## config.mk

```make
export PLATFORM = sky130hd
export DESIGN_NAME = adpr_dev_flat
export DESIGN_NICKNAME = d
export VERILOG_FILES = /design/src/rtl/adpr_pkg.sv /design/src/rtl/adpr_if.sv /design/src/rtl/adpr_dev.sv /design/src/flat_wrapper.sv
export SDC_FILE = /design/constraint.sdc
export NUM_CORES = 1
export LEC_CHECK = 0
export ABC_AREA = 1
export BUFFER_PORTS_ARGS = -buffer_cell sky130_fd_sc_hd__clkbuf_2
export CAP_MARGIN = 20
export CORE_ASPECT_RATIO = 1.75
export CORE_MARGIN = 1
export CORE_UTILIZATION = 40
export DETAILED_ROUTE_END_ITERATION = 10
export GPL_ROUTABILITY_DRIVEN = 0
export MAX_ROUTING_LAYER = met4
export PLACE_DENSITY = 0.7
export SKIP_CTS_REPAIR_TIMING = 1
export SLEW_MARGIN = 20
export SYNTH_ARGS = -nofsm -noshare
export SYNTH_HDL_FRONTEND = slang
export SYNTH_SLANG_ARGS = --single-unit
```

## constraint.sdc

```tcl
create_clock -name mclk -period 3.4 [get_ports mclk]
set_input_delay 0.17 -clock mclk [delete_from_list [all_inputs] [get_ports mclk]]
set_output_delay 0.17 -clock mclk [all_outputs]
set_load 0.05 [all_outputs]
```

## src/rtl/adpr_pkg.sv

```systemverilog
package adpr_pkg;
  // ---------------------------------------------------------------
  // timing
  // ---------------------------------------------------------------
  localparam int unsigned MCLK_PERIOD_NS = 25;
  localparam int unsigned RESET_LOW_MIN_PERIODS = 4;
  localparam int unsigned RESET_LOW_MIN_CYC = RESET_LOW_MIN_PERIODS;
  localparam int unsigned LOCK_WAIT_MS = 100;
  localparam int unsigned LOCK_WAIT_CYC = (LOCK_WAIT_MS * 1000000) / MCLK_PERIOD_NS;
  localparam int unsigned LOCK_CNT_W = 22;

  // ---------------------------------------------------------------
  // channel control register layout and reset value
  // ---------------------------------------------------------------
  localparam int unsigned CHAN_REG_W = 7;
  localparam int unsigned MUTE_BIT = 6;
  localparam int unsigned ATTEN_LSB = 0;
  localparam int unsigned ATTEN_W = 6;
  localparam logic [6:0] CHAN_REG_RESET = 7'h00;
  localparam int unsigned NUM_CHAN = 2;
  localparam int unsigned SYNC_STAGES = 3;

  // ---------------------------------------------------------------
  // enumerations
  // ---------------------------------------------------------------
  typedef enum logic [1:0] {
    ADPR_FMT_RIGHT_JUST,
    ADPR_FMT_I2S,
    ADPR_FMT_LEFT_JUST,
    ADPR_FMT_DSP
  } adpr_fmt_type;

  typedef enum logic [1:0] {
    ADPR_ST_POWER_DOWN,
    ADPR_ST_WAKE,
    ADPR_ST_RUN
  } adpr_state_type;

  // decode of the two format select pins, hi pin is the upper bit
  function automatic adpr_fmt_type adpr_decode_fmt(input logic sel_hi, input logic sel_lo);
    case ({sel_hi, sel_lo})
      2'h0: adpr_decode_fmt = ADPR_FMT_RIGHT_JUST;
      2'h1: adpr_decode_fmt = ADPR_FMT_I2S;
      2'h2: adpr_decode_fmt = ADPR_FMT_LEFT_JUST;
      default: adpr_decode_fmt = ADPR_FMT_DSP;
    endcase
  endfunction
endpackage
```

## src/rtl/adpr_if.sv

```systemverilog
interface adpr_if;
  logic power_down_reset_n;
  logic input_format_sel_lo;
  logic input_format_sel_hi;
  logic word_len_18;
  logic deemphasis_sel;

  modport device (
    input power_down_reset_n,
    input input_format_sel_lo,
    input input_format_sel_hi,
    input word_len_18,
    input deemphasis_sel
  );
  modport ctrl (
    output power_down_reset_n,
    output input_format_sel_lo,
    output input_format_sel_hi,
    output word_len_18,
    output deemphasis_sel
  );
endinterface

```

## src/rtl/adpr_dev.sv

```systemverilog
// ---------------------------------------------------------------
// Functional notes
// - low reset pin holds power-down state
// - high reset pin leaves power-down
// - controller keeps master clock running
// - reset low at least four clock periods
// - reset zeroes all digital engine registers
// - analog amplifiers shorted during reset
// - reset loads both channel control defaults
// - controller waits 100 ms after release
// - config pins may change asynchronously
// - config pins settle before next MSB
// - format pins decode four serial modes
// - default: unmuted, attenuation zero
// ---------------------------------------------------------------
module adpr_dev
  import adpr_pkg::*;
(
  input wire logic mclk,
  adpr_if.device link,
  input wire logic word_start,
  input wire logic ctl_wr,
  input wire logic ctl_chan,
  input wire logic [CHAN_REG_W-1:0] ctl_data,
  input wire logic [17:0] engine_in,
  input wire logic engine_en,
  output logic powered_down,
  output logic amp_short,
  output logic engine_run,
  output adpr_fmt_type fmt_mode,
  output logic word_len_18,
  output logic deemph_on,
  output logic [CHAN_REG_W-1:0] chan_ctl_left,
  output logic [CHAN_REG_W-1:0] chan_ctl_right,
  output logic [17:0] engine_acc
);
  // ---------------------------------------------------------------
  // reset release synchroniser
  // ---------------------------------------------------------------
  logic [1:0] rst_sync_r;
  logic rst_n;

  // assert asynchronously, release after two master clock edges;
  // the retimed release lets every flop leave reset on one edge
  // and keeps a slow pin edge away from the state machine
  always_ff @(posedge mclk or negedge link.power_down_reset_n) begin
    if (!link.power_down_reset_n) begin
      rst_sync_r <= 2'h0;
    end else begin
      rst_sync_r <= {rst_sync_r[0], 1'b1};
    end
  end
  assign rst_n = rst_sync_r[1];

  // ---------------------------------------------------------------
  // power state
  // ---------------------------------------------------------------
  adpr_state_type state_r;

  always_ff @(posedge mclk or negedge rst_n) begin
    if (!rst_n) begin
      state_r <= ADPR_ST_POWER_DOWN;
    end else begin
      case (state_r)
        ADPR_ST_POWER_DOWN: state_r <= ADPR_ST_WAKE;
        ADPR_ST_WAKE: state_r <= ADPR_ST_RUN;
        ADPR_ST_RUN: state_r <= ADPR_ST_RUN;
        default: state_r <= ADPR_ST_POWER_DOWN;
      endcase
    end
  end

  // amp_short and engine_run follow the state; powered_down drops on the first edge out of reset
  always_ff @(posedge mclk or negedge rst_n) begin
    if (!rst_n) begin
      powered_down <= 1'b1;
      amp_short <= 1'b1;
      engine_run <= 1'b0;
    end else begin
      powered_down <= 1'b0;
      amp_short <= (state_r != ADPR_ST_RUN);
      engine_run <= (state_r == ADPR_ST_RUN);
    end
  end

  // ---------------------------------------------------------------
  // digital engine stand-in: port, interpolator and modulator stages
  // ---------------------------------------------------------------
  logic engine_go;
  logic [17:0] port_word_r;
  logic port_valid_r;
  logic [17:0] interp_r;
  logic interp_valid_r;

  // words enter only while the engine runs
  assign engine_go = engine_run && engine_en;

  // serial data port stage: latches the incoming word
  always_ff @(posedge mclk or negedge rst_n) begin
    if (!rst_n) begin
      port_word_r <= '0;
      port_valid_r <= 1'b0;
    end else begin
      port_valid_r <= engine_go;
      if (engine_go) begin
        port_word_r <= engine_in;
      end
    end
  end

  // interpolation stage: holds the last word one edge longer
  always_ff @(posedge mclk or negedge rst_n) begin
    if (!rst_n) begin
      interp_r <= '0;
      interp_valid_r <= 1'b0;
    end else begin
      interp_valid_r <= port_valid_r;
      if (port_valid_r) begin
        interp_r <= port_word_r;
      end
    end
  end

  // modulator stage: accumulates words, wrapping at 18 bits
  always_ff @(posedge mclk or negedge rst_n) begin
    if (!rst_n) begin
      engine_acc <= '0;
    end else if (interp_valid_r) begin
      engine_acc <= engine_acc + interp_r;
    end
  end

  // ---------------------------------------------------------------
  // channel control registers
  // ---------------------------------------------------------------
  logic [CHAN_REG_W-1:0] chan_r [NUM_CHAN];

  // writes during reset are lost: reset wins
  genvar gi;
  generate
    for (gi = 0; gi < NUM_CHAN; gi++) begin : g_chan
      always_ff @(posedge mclk or negedge rst_n) begin
        if (!rst_n) begin
          chan_r[gi] <= CHAN_REG_RESET;
        end else if (ctl_wr && (ctl_chan == 1'(gi))) begin
          chan_r[gi] <= ctl_data;
        end
      end
    end
  endgenerate
  assign chan_ctl_left = chan_r[0];
  assign chan_ctl_right = chan_r[1];

  // ---------------------------------------------------------------
  // configuration pin synchronisers (three stages)
  // ---------------------------------------------------------------
  logic [3:0] cfg_pins;
  logic [3:0] cfg_s1_r;
  logic [3:0] cfg_s2_r;
  logic [3:0] cfg_s3_r;
  logic [3:0] cfg_stable_r;

  assign cfg_pins = {link.input_format_sel_hi, link.input_format_sel_lo,
                     link.word_len_18, link.deemphasis_sel};

  // pins may toggle at any time; sample through the chain
  always_ff @(posedge mclk or negedge rst_n) begin
    if (!rst_n) begin
      cfg_s1_r <= 4'h0;
      cfg_s2_r <= 4'h0;
      cfg_s3_r <= 4'h0;
    end else begin
      cfg_s1_r <= cfg_pins;
      cfg_s2_r <= cfg_s1_r;
      cfg_s3_r <= cfg_s2_r;
    end
  end

  // accept a bit once the second and third stages agree
  always_ff @(posedge mclk or negedge rst_n) begin
    if (!rst_n) begin
      cfg_stable_r <= 4'h0;
    end else begin
      for (int i = 0; i < 4; i++) begin
        if (cfg_s2_r[i] == cfg_s3_r[i]) begin
          cfg_stable_r[i] <= cfg_s3_r[i];
        end
      end
    end
  end

  // ---------------------------------------------------------------
  // apply configuration only at the start of a data word
  // ---------------------------------------------------------------
  // a word already in flight keeps the settings it began with
  always_ff @(posedge mclk or negedge rst_n) begin
    if (!rst_n) begin
      fmt_mode <= ADPR_FMT_RIGHT_JUST;
      word_len_18 <= 1'b0;
      deemph_on <= 1'b0;
    end else if (word_start) begin
      fmt_mode <= adpr_decode_fmt(cfg_stable_r[3], cfg_stable_r[2]);
      word_len_18 <= cfg_stable_r[1];
      deemph_on <= cfg_stable_r[0];
    end
  end
endmodule

```

## src/flat_wrapper.sv

```systemverilog
// flat-port wrapper written by rule: the top's interface ports become plain ports
module adpr_dev_flat import adpr_pkg::*;
  (mclk, word_start, ctl_wr, ctl_chan, ctl_data, engine_in, engine_en, powered_down, amp_short, engine_run, fmt_mode, word_len_18, deemph_on, chan_ctl_left, chan_ctl_right, engine_acc, link_power_down_reset_n, link_input_format_sel_lo, link_input_format_sel_hi, link_word_len_18, link_deemphasis_sel);
  adpr_if link_i ();
  input wire logic mclk;
  input wire logic word_start;
  input wire logic ctl_wr;
  input wire logic ctl_chan;
  input wire logic [CHAN_REG_W-1:0] ctl_data;
  input wire logic [17:0] engine_in;
  input wire logic engine_en;
  output logic powered_down;
  output logic amp_short;
  output logic engine_run;
  output adpr_fmt_type fmt_mode;
  output logic word_len_18;
  output logic deemph_on;
  output logic [CHAN_REG_W-1:0] chan_ctl_left;
  output logic [CHAN_REG_W-1:0] chan_ctl_right;
  output logic [17:0] engine_acc;
  input wire logic [$bits(link_i.power_down_reset_n)-1:0] link_power_down_reset_n;
  input wire logic [$bits(link_i.input_format_sel_lo)-1:0] link_input_format_sel_lo;
  input wire logic [$bits(link_i.input_format_sel_hi)-1:0] link_input_format_sel_hi;
  input wire logic [$bits(link_i.word_len_18)-1:0] link_word_len_18;
  input wire logic [$bits(link_i.deemphasis_sel)-1:0] link_deemphasis_sel;
  assign link_i.power_down_reset_n = link_power_down_reset_n;
  assign link_i.input_format_sel_lo = link_input_format_sel_lo;
  assign link_i.input_format_sel_hi = link_input_format_sel_hi;
  assign link_i.word_len_18 = link_word_len_18;
  assign link_i.deemphasis_sel = link_deemphasis_sel;
  adpr_dev u_core (.mclk(mclk), .link(link_i), .word_start(word_start), .ctl_wr(ctl_wr), .ctl_chan(ctl_chan), .ctl_data(ctl_data), .engine_in(engine_in), .engine_en(engine_en), .powered_down(powered_down), .amp_short(amp_short), .engine_run(engine_run), .fmt_mode(fmt_mode), .word_len_18(word_len_18), .deemph_on(deemph_on), .chan_ctl_left(chan_ctl_left), .chan_ctl_right(chan_ctl_right), .engine_acc(engine_acc));
endmodule
```

==> results.txt <==
----------------------------------------------------
[Finish]
  Fraction of layout cells with a size suffix above 1 ... 0.232
  Final instance area ... 5170 µm²
  Final net count ... between 500 and 600
  Number of inserted filler cells in the final layout ... 1024
  Final instance count without filler cells ... roughly 670
  Layout-stage area growth over the synthesis result ... 19.2%
  Number of diodes added for antenna fixing ... 0

[Route]
  Number of detailed-route iterations in the first pass ... 5
  Final wirelength ... between 8000 and 9000 µm
  Wire per inst ... 12.5 µm
  DR iter-0 viols ... 173
  Via count ... 3237
  Antenna-violating nets left ... 0
  Post-route DRC violation count ... 0
  DR vias/cell ... 4.80

[Hold path]
  End of the worst hold path ... u_core.port_word_r[3]
  Startpoint of the worst hold path ... engine_in[3]
  Worst hold path cell count ... 3
  HP Class ... in2reg

[Logic synthesis]
  Unique masters post-synth ... 27
  Net count after synthesis ... 513
  Portion of the post-synthesis area used by sequential elements ... 0.560
  Number of synthesized register bits ... 97
  Area of the mapped netlist ... 4340 µm²
  Syn Inst Count ... 458
  Post-synthesis area per instance ... 9.47 µm²
  Number of warnings printed during yosys synthesis ... 0

[Placement]
  Cell area after placement ... ~4800 µm²
  Detailed placer's ending HPWL ... 6450 µm
  Placed insts ... approximately 650
  Port-buffer cells ... between 70 and 80

[Die]
  Effective utilization at floorplan ... 0.408
  Die Area ... approximately 11000 µm²
  IO Count ... 74
  Die width ... 80.7 µm
  Chip height ... 140 µm
  Placeable core region ... roughly 11000 µm²
  Core Rows ... 50

[Pwr]
  Worst IR drop on VDD ... 0.464 mV
  Leakage ... around 2.7 nW
  Power density cells ... slightly above 800 nW/µm²

[Global route]
  Vias in the first global route ... 3300
  Wire length of the first global-routing pass ... 14600 µm
  Antenna violations before repair ... 0
  Total global-route track usage ... 0.175
  Overflow left after global routing ... 0
  Pin count of the biggest net entering global routing ... 75

[Job]
  Number of max-cap violations ... 0

[Critical path]
  Register-to-Register Setup Slack ... 1430 ps
  Kind of launch point of the worst setup path ... flop
  Worst Path Max Fanout ... 4
  Arrival @ worst endpoint ... about 2200 ps
  Endpoint of the worst-slack reg-to-reg timing path ... u_core.engine_acc[12]
  Worst reg2reg path depth ... 13
  Critical path start-end classification ... reg2reg
  Capturing element type of the critical path ... flop
  Critical Path RT ... 3630 ps
  Startpoint of the most critical register-to-register path ... u_core.engine_acc[0]

[STA]
  Final setup vio count ... 0
  Fin. Hold Viols ... 0
  Max frequency ... between 0.5 and 0.6 GHz
  Share of the clock period used by the worst path ... 0.579
  Worst rel slew slack ... 0.378
  Aggregate negative setup slack ... 0 ps
  Unrepaired setup endpoints after global routing ... false
  Fin. max-slew vios ... 0
  Crit path time final ... 1970 ps
  Hold Slack ... 14.5 ps
  Skew final ... slightly above 10 ps
  Slew at the pin with the worst max-slew slack ... slightly above 900 ps

[CTS]
  Clock insertion delay at the later pin of the skew report ... between 300 and 400 ps
  Htree depth ... 3
  Root buf cell ... clkbuf_16
  Clock slew seen by the registers of the worst setup and hold paths ... roughly 70 ps
  CTS tree ... done
  Clock Path Buffers ... 2
  Clock Sink Count ... 97
  Number of buffers created by CTS ... 9

[Outcome]
  Status ... complete, no violations

----------------------------------------------------
==> state kept, by name (all words and copies together) (netlist names) <==
register / cells
u_core.cfg_stable_r: 4
u_core.amp_short: 1
u_core.cfg_s2_r: 4
u_core.interp_valid_r: 1
u_core.powered_down: 1
u_core.engine_acc: 18
u_core.rst_sync_r: 2
u_core.word_len_18: 1
u_core.cfg_s3_r: 4
u_core.state_r: 2
u_core.chan_ctl_right: 7
u_core.cfg_s1_r: 4
u_core.engine_run: 1
u_core.fmt_mode: 2
u_core.interp_r: 18
u_core.port_word_r: 18
u_core.chan_ctl_left: 7
u_core.deemph_on: 1
u_core.port_valid_r: 1
==> power by group <==
part | total, mW | switching [mW] | internal, mW
sequential | 1.52 | 0.171 | 1.35
clock | 0.976 | 0.462 | 0.515
combinational | 1.79 | 1.23 | 0.557
==> synth_stat cells (all sizes together) <==
cell type / instances / area share
a21oi: 14 / 0.018
nand3: 17 / 0.021
clkinv: 1 / 0.00086
inv: 39 / 0.034
maj3: 4 / 0.0092
clkbuf: 5 / 0.0043
mux2: 21 / 0.054
buf: 4 / 0.0052
conb: 2 / 0.0017
o21ai: 31 / 0.037
nor3: 3 / 0.0035
fa: 1 / 0.0046
nand3b: 6 / 0.010
xnor2: 6 / 0.012
ha: 19 / 0.055
dfstp: 2 / 0.012
dfrtp: 95 / 0.55
nor2: 17 / 0.016
and2: 1 / 0.0014
nand2: 170 / 0.15
==> cells by family (layout without fill, tap and decap cells) <==
kind of cell / Yosys count / in the layout / share of synthesized area
and+or+nand+nor: 214 / 214 / 0.204
DFF: 97 / 97 / 0.560
buffers and inverters: 49 / 135 / 0.0441
AOI/OAI and AO/OA: 45 / 45 / 0.0554
adders and majority gates: 24 / 24 / 0.0686
muxes: 21 / 21 / 0.0545
xor gates and xnor gates: 6 / 6 / 0.0121
other: 2 / 2 / 0.00173
==> per-stage QoR <==
step / util / total power [mW] / setup WS (ps)
floorplan: - / 2.92 / 501
global placement: 0.455 / 3.30 / 1530
detailed placement: 0.455 / 3.34 / 1440
CTS: 0.482 / 4.32 / 1430
global route: 0.486 / 4.57 / 1230
finish: 0.486 / 4.29 / 1430
==> metal layers <==
layer	GRT usage	part of all wire	wire length, µm	vias up
met1	0.183	0.39	3290	1519
met5	-	0	0	-
met3	0.0413	0.043	365	16
met4	0.0846	0.028	240	0
met2	0.299	0.54	4530	73
li1	-	-	-	1629
==> worst max path at each step <==
stage,from,end,slack [ps]
2_1_floorplan,u_core.rst_sync_r[1],u_core.cfg_s1_r[0],500
3_3_place_gp,u_core.engine_acc[0],u_core.engine_acc[16],1530
3_5_place_dp,u_core.engine_acc[0],u_core.engine_acc[16],1440
4_1_cts,u_core.engine_acc[0],u_core.engine_acc[16],1430
5_1_grt,u_core.engine_acc[0],u_core.engine_acc[12],1230
6_report,u_core.engine_acc[0],u_core.engine_acc[12],1430
==> worst max-delay path, cell delays in order (launching register included) <==
cell	delay (ps)
dfrtp_1	370
ha_1	200
inv_1	60
fa_1	350
inv_1	80
nand2_1	80
o21ai_2	190
nand2_1	100
nand2_2	110
nand2_1	80
nand2_1	60
nand2_1	40
nand3_1	70
nand2_1	50
==> layout make-up <==
type | instances | area (µm²) | share of cell area
Timing Repair Buffer | 79 | 423 | 0.0817
Sequential cell | 97 | 2430 | 0.470
Multi-Input combinational cell | 312 | 1720 | 0.332
Tap cell | 130 | 163 | 0.0314
Clock inverter | 6 | 57.6 | 0.0111
Inverter | 40 | 150 | 0.0290
Clock buffer | 10 | 229 | 0.0443
==> cells in the final DEF (no fill, tap or decap), types with 3 or more instances in the layout <==
cell           Yosys  routed
nor2_1            16      16
o21ai_1            4       4
ha_1              19      19
inv_1             39      39
clkbuf_16          0       9
mux2_2            21      21
o21ai_0           25      25
nor3_1             3       3
a21oi_1           12      12
clkbuf_2           0      73
dfrtp_1           95      94
nand3b_1           6       6
xnor2_1            6       6
nand2_2            7       7
maj3_1             4       4
nand3_1           16      16
dlygate4sd3_1      0       5
nand2_1          163     163
Note: power is estimated with default switching activity, not from simulation.
